==> src/logic/aut_pkg.sv <==
// package: register map, field positions and carriers for the timer-baud serial port
package aut_pkg;
    // register byte offsets on the AXI4-Lite bus
    localparam logic [7:0] ADDR_CTRL   = 8'h00;
    localparam logic [7:0] ADDR_DATA   = 8'h04;
    localparam logic [7:0] ADDR_TIMER  = 8'h08;
    localparam logic [7:0] ADDR_IRQ    = 8'h0C;
    // control register fields
    localparam int CTRL_MODE   = 7;
    localparam int CTRL_MCE    = 5;
    localparam int CTRL_REN    = 4;
    localparam int CTRL_TB8    = 3;
    localparam int CTRL_RB8    = 2;
    localparam int CTRL_TI     = 1;
    localparam int CTRL_RI     = 0;
    localparam logic [7:0] CTRL_RESET = 8'h40;
    // timer register fields
    localparam int TMR_RELOAD_LSB = 0;
    localparam int TMR_LOW_LSB    = 8;
    localparam int TMR_SRC_LSB    = 16;
    localparam int TMR_RUN        = 19;
    // baud timer clock sources
    localparam logic [2:0] SRC_SYS     = 3'h0;
    localparam logic [2:0] SRC_DIV4    = 3'h1;
    localparam logic [2:0] SRC_DIV12   = 3'h2;
    localparam logic [2:0] SRC_DIV48   = 3'h3;
    localparam logic [2:0] SRC_EXT8    = 3'h4;
    localparam logic [5:0] PRE_TOP4    = 6'h03;
    localparam logic [5:0] PRE_TOP12   = 6'h0B;
    localparam logic [5:0] PRE_TOP48   = 6'h2F;
    localparam logic [2:0] EXT_TOP8    = 3'h7;
    localparam logic [7:0] TMR_MAX     = 8'hFF;
    localparam logic [3:0] BITS_8MODE  = 4'h9;
    localparam logic [3:0] BITS_9MODE  = 4'hA;
    localparam logic [1:0] RESP_OKAY   = 2'h0;
    localparam logic [1:0] RESP_SLVERR = 2'h2;

    typedef enum logic [1:0] {AUT_RX_IDLE, AUT_RX_START, AUT_RX_SHIFT} aut_rx_state_t;

    typedef struct packed {
        logic [7:0] ctrl;
        logic [7:0] rx_buf;
        logic [7:0] reload;
        logic [7:0] low_cnt;
        logic [2:0] src_sel;
        logic       run;
        logic       irq_en;
    } aut_regs_t;
endpackage

==> src/logic/aut_uart.sv <==
// serial port with timer-driven baud generation and AXI4-Lite register access
//
// Function
// - data offset reads the receive buffer, writes load the transmit register
// - completed byte sits in the buffer while the next byte shifts in
// - done flags stay set until software writes them to zero
// - interrupt output requests whenever a done flag is set and enabled
// - tx bit clock from low counter overflows, rx from hidden counter copy
// - both counters' overflows are divided by two for the bit rate
// - hidden rx counter runs with timer, same reload, reloads at start
// - bit rate is timer clock over (256 minus reload), halved
// - timer clock picks system, div 4, 12, 48, or external div 8
// - control bit 7 picks 8-bit or 9-bit frames
// - 8-bit frame is start, eight data bits lsb first, stop
// - 8-bit receive stores data in buffer, stop bit in ninth-bit flag
// - data write starts transmit; tx done sets at stop-bit start
// - receiver accepts frames only while receive enable is set
// - 8-bit load needs rx done clear and, if filtering, stop bit one
// - on overrun the buffer keeps its first byte, later frames dropped
// - 9-bit frame is start, eight data bits, ninth bit, stop
// - transmitted ninth bit comes from the tx ninth-bit flag
// - 9-bit receive stores ninth bit in flag and ignores stop bit
// - 9-bit load needs rx done clear and, if filtering, ninth bit one
//
// Chosen here: the address map and the AXI4-Lite interface to the registers.
`timescale 1ns/1ps
module aut_uart (
    // clock and reset
    input  wire logic        core_clk_i,
    input  wire logic        sys_rst_i,
    // AXI4-Lite write address, data and response
    input  wire logic [7:0]  s_axi_awaddr_i,
    input  wire logic        s_axi_awvalid_i,
    output logic             s_axi_awready_o,
    input  wire logic [31:0] s_axi_wdata_i,
    input  wire logic [3:0]  s_axi_wstrb_i,
    input  wire logic        s_axi_wvalid_i,
    output logic             s_axi_wready_o,
    output logic [1:0]       s_axi_bresp_o,
    output logic             s_axi_bvalid_o,
    input  wire logic        s_axi_bready_i,
    // AXI4-Lite read
    input  wire logic [7:0]  s_axi_araddr_i,
    input  wire logic        s_axi_arvalid_i,
    output logic             s_axi_arready_o,
    output logic [31:0]      s_axi_rdata_o,
    output logic [1:0]       s_axi_rresp_o,
    output logic             s_axi_rvalid_o,
    input  wire logic        s_axi_rready_i,
    // clock source and serial pins
    input  wire logic        ext_osc_i,
    input  wire logic        serial_rx_pin_i,
    output logic             serial_tx_pin_o,
    // port interrupt request
    output logic             irq_o
);

    typedef struct packed {
        aut_pkg::aut_regs_t     regs;
        // bus slave
        logic                   aw_held;
        logic [7:0]             aw_addr;
        logic                   w_held;
        logic [31:0]            w_data;
        logic [3:0]             w_strb;
        logic                   bvalid;
        logic [1:0]             bresp;
        logic                   rvalid;
        logic [31:0]            rdata;
        logic [1:0]             rresp;
        // timer clock
        logic [5:0]             pre_cnt;
        logic [2:0]             ext_cnt;
        logic                   ext_s1;
        logic                   ext_s2;
        logic                   ext_s3;
        // rx hidden counter, overflow halving flags
        logic [7:0]             rx_cnt;
        logic                   tx_half;
        logic                   rx_half;
        // transmitter
        logic                   tx_busy;
        logic [10:0]            tx_shift;
        logic [3:0]             tx_left;
        logic                   tx_line;
        // receiver
        logic                   rx_s1;
        logic                   rx_s2;
        logic                   rx_prev;
        aut_pkg::aut_rx_state_t rx_state;
        logic [8:0]             rx_shift;
        logic [3:0]             rx_bits;
    } aut_state_t;

    aut_state_t st;
    aut_state_t next_st;

    logic tick;
    logic tx_ovf;
    logic rx_ovf;
    logic rx_bit_tick;
    logic tx_bit_tick;
    logic wr_fire;
    logic rd_fire;

    always_comb begin
        next_st = st;
        tick = 1'b0;
        tx_ovf = 1'b0;
        rx_ovf = 1'b0;
        rx_bit_tick = 1'b0;
        tx_bit_tick = 1'b0;
        wr_fire = 1'b0;
        rd_fire = 1'b0;

        // =====================================================================
        // timer input clock
        next_st.ext_s1 = ext_osc_i;
        next_st.ext_s2 = st.ext_s1;
        next_st.ext_s3 = st.ext_s2;
        next_st.pre_cnt = st.pre_cnt + 6'h01;
        if (st.ext_s2 && !st.ext_s3) begin
            next_st.ext_cnt = st.ext_cnt + 3'h1;
        end
        unique case (st.regs.src_sel)
            aut_pkg::SRC_SYS: tick = 1'b1;
            aut_pkg::SRC_DIV4: tick = (st.pre_cnt[1:0] == aut_pkg::PRE_TOP4[1:0]);
            aut_pkg::SRC_DIV12: tick = (st.pre_cnt >= aut_pkg::PRE_TOP12);
            aut_pkg::SRC_DIV48: tick = (st.pre_cnt == aut_pkg::PRE_TOP48);
            aut_pkg::SRC_EXT8: tick = st.ext_s2 && !st.ext_s3 && (st.ext_cnt == aut_pkg::EXT_TOP8);
            default: tick = 1'b0;
        endcase
        if ((st.regs.src_sel == aut_pkg::SRC_DIV12 && st.pre_cnt >= aut_pkg::PRE_TOP12) ||
            st.pre_cnt == aut_pkg::PRE_TOP48) begin
            next_st.pre_cnt = '0;
        end

        // =====================================================================
        // baud counters: auto reload, rate = clk / (256 - reload) / 2
        if (st.regs.run && tick) begin
            if (st.regs.low_cnt == aut_pkg::TMR_MAX) begin
                tx_ovf = 1'b1;
                next_st.regs.low_cnt = st.regs.reload;
            end else begin
                next_st.regs.low_cnt = st.regs.low_cnt + 8'h01;
            end
            if (st.rx_cnt == aut_pkg::TMR_MAX) begin
                rx_ovf = 1'b1;
                next_st.rx_cnt = st.regs.reload;
            end else begin
                next_st.rx_cnt = st.rx_cnt + 8'h01;
            end
        end
        if (tx_ovf) begin
            next_st.tx_half = !st.tx_half;
            tx_bit_tick = st.tx_half;
        end
        if (rx_ovf) begin
            next_st.rx_half = !st.rx_half;
            rx_bit_tick = st.rx_half;
        end

        // =====================================================================
        // transmitter
        if (st.tx_busy && tx_bit_tick) begin
            next_st.tx_line = st.tx_shift[0];
            next_st.tx_shift = {1'b1, st.tx_shift[10:1]};
            next_st.tx_left = st.tx_left - 4'h1;
            if (st.tx_left == 4'h1) begin
                next_st.regs.ctrl[aut_pkg::CTRL_TI] = 1'b1;
            end
            if (st.tx_left == 4'h0) begin
                next_st.tx_busy = 1'b0;
                next_st.tx_line = 1'b1;
            end
        end

        // =====================================================================
        // receiver
        next_st.rx_s1 = serial_rx_pin_i;
        next_st.rx_s2 = st.rx_s1;
        next_st.rx_prev = st.rx_s2;
        unique case (st.rx_state)
            aut_pkg::AUT_RX_IDLE: begin
                if (st.regs.ctrl[aut_pkg::CTRL_REN] && st.rx_prev && !st.rx_s2) begin
                    next_st.rx_cnt = st.regs.reload;
                    next_st.rx_half = 1'b0;
                    next_st.rx_bits = '0;
                    next_st.rx_state = aut_pkg::AUT_RX_START;
                end
            end
            aut_pkg::AUT_RX_START: begin
                // first overflow lands mid start bit
                if (rx_ovf && !st.rx_half) begin
                    next_st.rx_state = st.rx_s2 ? aut_pkg::AUT_RX_IDLE : aut_pkg::AUT_RX_SHIFT;
                    next_st.rx_half = 1'b0;
                end
            end
            aut_pkg::AUT_RX_SHIFT: begin
                if (rx_bit_tick) begin
                    next_st.rx_shift = {st.rx_s2, st.rx_shift[8:1]};
                    next_st.rx_bits = st.rx_bits + 4'h1;
                    if (st.rx_bits == (st.regs.ctrl[aut_pkg::CTRL_MODE]
                                       ? aut_pkg::BITS_9MODE : aut_pkg::BITS_8MODE) - 4'h1) begin
                        next_st.rx_state = aut_pkg::AUT_RX_IDLE;
                        // 8-bit: stop bit is bit 8; 9-bit: ninth bit, stop ignored
                        if (!st.regs.ctrl[aut_pkg::CTRL_RI] &&
                            (!st.regs.ctrl[aut_pkg::CTRL_MCE] ||
                             (st.regs.ctrl[aut_pkg::CTRL_MODE] ? st.rx_shift[8] : st.rx_s2))) begin
                            if (st.regs.ctrl[aut_pkg::CTRL_MODE]) begin
                                next_st.regs.rx_buf = st.rx_shift[7:0];
                                next_st.regs.ctrl[aut_pkg::CTRL_RB8] = st.rx_shift[8];
                            end else begin
                                next_st.regs.rx_buf = {st.rx_shift[8:1]};
                                next_st.regs.ctrl[aut_pkg::CTRL_RB8] = st.rx_s2;
                            end
                            next_st.regs.ctrl[aut_pkg::CTRL_RI] = 1'b1;
                        end
                    end
                end
            end
            default: next_st.rx_state = aut_pkg::AUT_RX_IDLE;
        endcase

        // =====================================================================
        // AXI4-Lite slave
        if (s_axi_awvalid_i && !st.aw_held) begin
            next_st.aw_held = 1'b1;
            next_st.aw_addr = s_axi_awaddr_i;
        end
        if (s_axi_wvalid_i && !st.w_held) begin
            next_st.w_held = 1'b1;
            next_st.w_data = s_axi_wdata_i;
            next_st.w_strb = s_axi_wstrb_i;
        end
        wr_fire = st.aw_held && st.w_held && !st.bvalid;
        if (wr_fire) begin
            next_st.aw_held = 1'b0;
            next_st.w_held = 1'b0;
            next_st.bvalid = 1'b1;
            next_st.bresp = aut_pkg::RESP_OKAY;
            unique case (st.aw_addr)
                aut_pkg::ADDR_CTRL: if (st.w_strb[0]) begin
                    // flags: software clears; a same-cycle set wins
                    next_st.regs.ctrl = {st.w_data[7], 1'b0, st.w_data[5:2],
                        next_st.regs.ctrl[aut_pkg::CTRL_TI] | st.w_data[1],
                        next_st.regs.ctrl[aut_pkg::CTRL_RI] | st.w_data[0]} |
                        (aut_pkg::CTRL_RESET & 8'h00);
                    if (!st.w_data[1] && !(tx_bit_tick && st.tx_busy && st.tx_left == 4'h1)) begin
                        next_st.regs.ctrl[aut_pkg::CTRL_TI] = 1'b0;
                    end
                    if (!st.w_data[0] && next_st.regs.ctrl[aut_pkg::CTRL_RI] == st.regs.ctrl[aut_pkg::CTRL_RI]) begin
                        next_st.regs.ctrl[aut_pkg::CTRL_RI] = 1'b0;
                    end
                end
                aut_pkg::ADDR_DATA: if (st.w_strb[0] && !st.tx_busy) begin
                    next_st.tx_busy = 1'b1;
                    next_st.tx_line = 1'b1;
                    next_st.tx_half = 1'b0;
                    next_st.tx_shift = st.regs.ctrl[aut_pkg::CTRL_MODE]
                        ? {1'b1, st.regs.ctrl[aut_pkg::CTRL_TB8], st.w_data[7:0], 1'b0}
                        : {2'b11, st.w_data[7:0], 1'b0};
                    next_st.tx_left = (st.regs.ctrl[aut_pkg::CTRL_MODE]
                        ? aut_pkg::BITS_9MODE : aut_pkg::BITS_8MODE) + 4'h1;
                end
                aut_pkg::ADDR_TIMER: begin
                    if (st.w_strb[0]) next_st.regs.reload = st.w_data[7:0];
                    if (st.w_strb[1]) next_st.regs.low_cnt = st.w_data[15:8];
                    if (st.w_strb[2]) begin
                        next_st.regs.src_sel = st.w_data[aut_pkg::TMR_SRC_LSB +: 3];
                        next_st.regs.run = st.w_data[aut_pkg::TMR_RUN];
                    end
                end
                aut_pkg::ADDR_IRQ: if (st.w_strb[0]) next_st.regs.irq_en = st.w_data[0];
                default: next_st.bresp = aut_pkg::RESP_SLVERR;
            endcase
        end
        if (st.bvalid && s_axi_bready_i) begin
            next_st.bvalid = 1'b0;
        end
        rd_fire = s_axi_arvalid_i && !st.rvalid;
        if (rd_fire) begin
            next_st.rvalid = 1'b1;
            next_st.rresp = aut_pkg::RESP_OKAY;
            next_st.rdata = '0;
            unique case (s_axi_araddr_i)
                aut_pkg::ADDR_CTRL: next_st.rdata[7:0] = st.regs.ctrl;
                aut_pkg::ADDR_DATA: next_st.rdata[7:0] = st.regs.rx_buf;
                aut_pkg::ADDR_TIMER: next_st.rdata = {12'h000, st.regs.run, st.regs.src_sel,
                                                     st.regs.low_cnt, st.regs.reload};
                aut_pkg::ADDR_IRQ: next_st.rdata[0] = st.regs.irq_en;
                default: next_st.rresp = aut_pkg::RESP_SLVERR;
            endcase
        end else if (st.rvalid && s_axi_rready_i) begin
            next_st.rvalid = 1'b0;
        end
    end

    always_ff @(posedge core_clk_i) begin
        if (sys_rst_i) begin
            st <= '0;
            st.regs.ctrl <= aut_pkg::CTRL_RESET;
            st.tx_line <= 1'b1;
            st.rx_s1 <= 1'b1;
            st.rx_s2 <= 1'b1;
            st.rx_prev <= 1'b1;
            st.rx_state <= aut_pkg::AUT_RX_IDLE;
        end else begin
            st <= next_st;
        end
    end

    // =========================================================================
    // outputs
    assign s_axi_awready_o = !st.aw_held;
    assign s_axi_wready_o = !st.w_held;
    assign s_axi_bvalid_o = st.bvalid;
    assign s_axi_bresp_o = st.bresp;
    assign s_axi_arready_o = !st.rvalid;
    assign s_axi_rvalid_o = st.rvalid;
    assign s_axi_rdata_o = st.rdata;
    assign s_axi_rresp_o = st.rresp;
    assign serial_tx_pin_o = st.tx_line;
    assign irq_o = st.regs.irq_en &&
                   (st.regs.ctrl[aut_pkg::CTRL_TI] || st.regs.ctrl[aut_pkg::CTRL_RI]);

endmodule // aut_uart

==> config.mk <==
export PLATFORM = sky130hd
export DESIGN_NAME = aut_uart
export DESIGN_NICKNAME = d
export VERILOG_FILES = /design/src/logic/aut_pkg.sv /design/src/logic/aut_uart.sv
export SDC_FILE = /design/constraint.sdc
export NUM_CORES = 1
export LEC_CHECK = 0
export BUFFER_PORTS_ARGS = -buffer_cell sky130_fd_sc_hd__buf_2
export CORE_ASPECT_RATIO = 0.5
export CORE_MARGIN = 4
export CORE_UTILIZATION = 45
export CTS_CLUSTER_SIZE = 12
export DETAILED_ROUTE_END_ITERATION = 8
export PLACE_DENSITY = 0.71
export SYNTH_ARGS = -nofsm -noshare
export SYNTH_HDL_FRONTEND = slang
export SYNTH_SLANG_ARGS = --single-unit
==> constraint.sdc <==
create_clock -name core_clk_i -period 2.67 [get_ports core_clk_i]
set_input_delay 0.4005 -clock core_clk_i [delete_from_list [all_inputs] [get_ports core_clk_i]]
set_output_delay 0.4005 -clock core_clk_i [all_outputs]
set_load 0.01 [all_outputs]
==> impl_results.md <==
* Worst hold path startpoint: s_axi_rready_i
* Critical path cell sequence: ha_4 -> o21ai_1 -> a211oi_2 -> a31o_4 -> and3_4 -> ha_4 -> and3_4 -> nand4b_1 -> a21oi_4 -> buf_12 -> nor2_1 -> a211oi_1
* Gr usage total at ~18%
* Share of total power consumed by net switching at roughly 23%
* Initial antenna violation count at 0
* Combinational family with the most area after synthesis: simple AND/OR/NAND/NOR gates
* Post-synthesis compound-gate area fraction at roughly 16%
* PD cells at 636 mW/mm2
* Parity-gate share of the synthesized area counting xor and xnor cells at roughly 1.7%
* Number of flip-flops and latches in the synthesized netlist at approximately 150
* CP max stage cell: sky130_fd_sc_hd__dfxtp_2
* Number of standard cells in the final layout excluding fillers at approximately 1.1k
* Max IR drop VDD at roughly 0.51 mV
* Result of the run: finished, final reports clean
* Number of nets in the final layout at around 920
* Post-synthesis to final-layout area growth at 18.9%
* Setup crit end kind: flop
* Gp weighted congestion at around 0.87
* Number of endpoints with negative hold slack in the final report at 0
* Max stage delay on crit path at approximately 0.36 ns
* Final worst path period share at between 90% and 100%
* Multiplexer share of the synthesized area at 7.30%
* Maximum number of pins on one net before global-route repair at 140
* Insertion delay to the later sink of the worst-skew pair at between 0.4 and 0.5 ns
* H-tree depth at 4
* Worst setup path startpoint: st[51]$_SDFF_PP0_
* Clk slew on worst S/H paths at 0.06 ns
* Number of global-route vias before repair at ~5.2k
* Max clock buf depth at 2
* Maximum clock frequency at 377 MHz
* Worst relative slew slack at 47.7%
* Cell count after placement at 1,021
* Final routed wirelength across all metal layers at approximately 16,000 um
* Maximum clock skew at final layout at slightly above 0.007 ns
* Combinational share of power at under 10%
* Global-route wire length before repair at between 20,000 and 30,000 um
* Via count of the routed design at between 5k and 6k
* DR vias/cell at approximately 5.4
* Area of the die at between 0.015 and 0.02 mm2
* Sequential cell area fraction in the yosys report at around 45%
* Netlist area before placement at between 0.006 and 0.007 mm2
* Starting utilization of the core area at 46.4%
* Length of the first detailed-routing pass in iterations at 5
* Max-cap violations at 0
* Number of clock buffers inserted by TritonCTS at 17
* Launch instance of the worst register-to-register path: st[51]$_SDFF_PP0_
* Arithmetic-cell share of the synthesized area counting full adders, half adders and majority gates at between 2 and 2.5%
* Net load switching power at between 0.001 and 0.0015 W
* Synthesis Warnings at 0
* CTS tree: built
* Category of the most critical setup path: flop to flop
* Post-route total power at between 0.005 and 0.006 W
* Depth of the worst register-to-register path at 12
* Critical Path Fanout Max at 5
* Required @ worst endpoint at ~3 ns
* Register-to-register setup slack at 0.02 ns
* Classification of the worst-slack hold path: input port to flop
* Total I/O pin count at ~100
* Simple-gate share of the synthesized area at a little over a fifth
* Tightest Pin Transition at between 0.7 and 0.8 ns
* Fraction of layout cells with a size suffix above 1 at 20.8%
* Core ar. at around 0.015 mm2
* Number of unique standard cell types used by synthesis at a little over 60
* Routed len/inst at ~15 um
* Internal Dissipation at 0.00397 W
* Most common cell after layout, fill and taps aside: sky130_fd_sc_hd__dfxtp_1
* Inserted Diodes at 0
* Most used DFF post-synth: sky130_fd_sc_hd__dfxtp_1
* Total clock sinks at 151
* Post-detailed-route count of antenna-violating nets at 0
* Die width at between 150 and 200 um
* Synthesized netlist cell count at just under 800
* Highest-count cells in the layout ignoring fill and taps: sky130_fd_sc_hd__dfxtp_1, sky130_fd_sc_hd__nand2_1, sky130_fd_sc_hd__nor2_1, sky130_fd_sc_hd__buf_2, sky130_fd_sc_hd__a21oi_1
* Startpoint class of the critical path: flop
* Global-route congestion overflow total at 0
* I/O Buffers at 76
* Number of synthesized flops with an enable pin at 0
* Final core utilization at 55.2%
* Setup TNS at 0 ns
* Placed wire-length estimate after detailed placement at ~11,000 um
* Share of synthesized flip-flops with an asynchronous set or reset at 0%
* Fin crit period at 2.65 ns
* Root buffer cell: sky130_fd_sc_hd__clkbuf_16
* Mean instance size in the synthesized netlist at roughly 8.7 um2
* Worst Hold Depth at 2
* Number of design rule violations left after detail routing at 0
* Max-slew violation count at 0
* Min-Delay Endpoint: s_axi_rvalid_o$_SDFFE_PP0P_
* Cell leakage power at between 3 and 4 nW
* Final-report setup violation count at 0
* Capturing point of the worst reg2reg path: st[163]$_SDFFE_PP0P_
* Worst path arrival time at 2.97 ns
* Clock share of power at about half
* Num rows at 31
* Proportion of power drawn by flip-flops and latches at ~46%
* Die Y at between 90 and 100 um
* Starting DRC count in detailed routing at between 300 and 400
## state kept, by name, summed over array words and instances, names as in the netlist
signal / flops
serial_tx_pin_o: 1
st: 122
s_axi_rresp_o: 1
next_st: 4
s_axi_rvalid_o: 1
s_axi_rdata_o: 20
s_axi_bvalid_o: 1
s_axi_bresp_o: 1
## power groups by stage
stage | clock, W | sequential, W | combinational [W]
6_report | 0.00255 | 0.00234 | 0.000236
3_3_place_gp | 0 | 0.00238 | 0.000226
2_1_floorplan | 0 | 0.00237 | 0.000169
3_5_place_dp | 0 | 0.00238 | 0.000231
4_1_cts | 0.00258 | 0.00233 | 0.000234
5_1_grt | 0.00270 | 0.00234 | 0.000263
## how the worst max path moves through the flow
stage / end / slack (ns) / cells after the start
finish: st[163]$_SDFFE_PP0P_ / 0.02 / 12
global route: st[162]$_SDFFE_PP0P_ / -0.09 / 12
CTS: st[169]$_SDFFE_PP0P_ / 0.005 / 12
detailed placement: st[172]$_SDFF_PP0_ / -0.01 / 12
global placement: st[172]$_SDFF_PP0_ / 0.04 / 12
floorplan: st[169]$_SDFFE_PP0P_ / -0.007 / 12
## kinds of logic after synthesis
group | count (synthesis)
and+or+nand+nor | 309
DFF | 151
muxes | 48
buffers and inverters | 96
AOI/OAI and AO/OA | 154
adders and majority gates | 12
other | 1
xor gates and xnor gates | 13
## through the flow
stage                     area [um2]  setup WS (ns)  hold WS (ns)
final                           8070         0.0163         0.162
after global routing            8070        -0.0932         0.166
after CTS                       7910        0.00486         0.153
after detailed placement        7270        -0.0113         0.402
after global placement          7270         0.0363         0.392
after floorplan                 6840       -0.00739         0.389
## critical path, delay by kind of cell, from the launching register on
kind | cells | cell delay [ns]
buf+inv | 1 | 0.15
flops | 1 | 0.36
compound gates | 5 | 1.11
simple gates | 4 | 0.63
fa+ha+maj | 2 | 0.30
## metal layers
layer	share of wire (%)	up-vias	track usage, %
li1	-	2817	-
met1	45	2689	23.1
met2	48	133	30.3
met3	5.0	32	3.69
met4	1.9	0	6.99
met5	0	-	0
## cells in the mapped netlist (15+ instances only)
master / instances / area (um2)
sky130_fd_sc_hd__dfxtp_1: 151 / 3020
sky130_fd_sc_hd__nand2_1: 113 / 424
sky130_fd_sc_hd__nor2_1: 105 / 394
sky130_fd_sc_hd__a21oi_1: 54 / 270
sky130_fd_sc_hd__mux2i_1: 45 / 450
sky130_fd_sc_hd__clkbuf_1: 37 / 139
sky130_fd_sc_hd__buf_4: 36 / 270
sky130_fd_sc_hd__nand3_1: 21 / 105
sky130_fd_sc_hd__a22oi_1: 20 / 150
sky130_fd_sc_hd__a211oi_1: 19 / 143
sky130_fd_sc_hd__o21ai_0: 19 / 95.1
sky130_fd_sc_hd__inv_1: 15 / 56.3
## area by class of cell
cell class,instances,area (um2)
fill,1283,6560
clock inverter,13,191
multi-input combinational,550,3380
sequential,151,3030
tap,198,248
clock buffer,19,433
inverter,15,56.3
timing repair buffer,114,728
## timing repair
item                                    4_1_cts  5_1_grt
gates resized for setup                       4       17
cloned                                        0        2
hold buffers                                  0        0
pin swaps                                     1        6
endpoints found under the setup margin       23       27
buffers inserted                              1        4
Power figures use the tool's default switching activity.
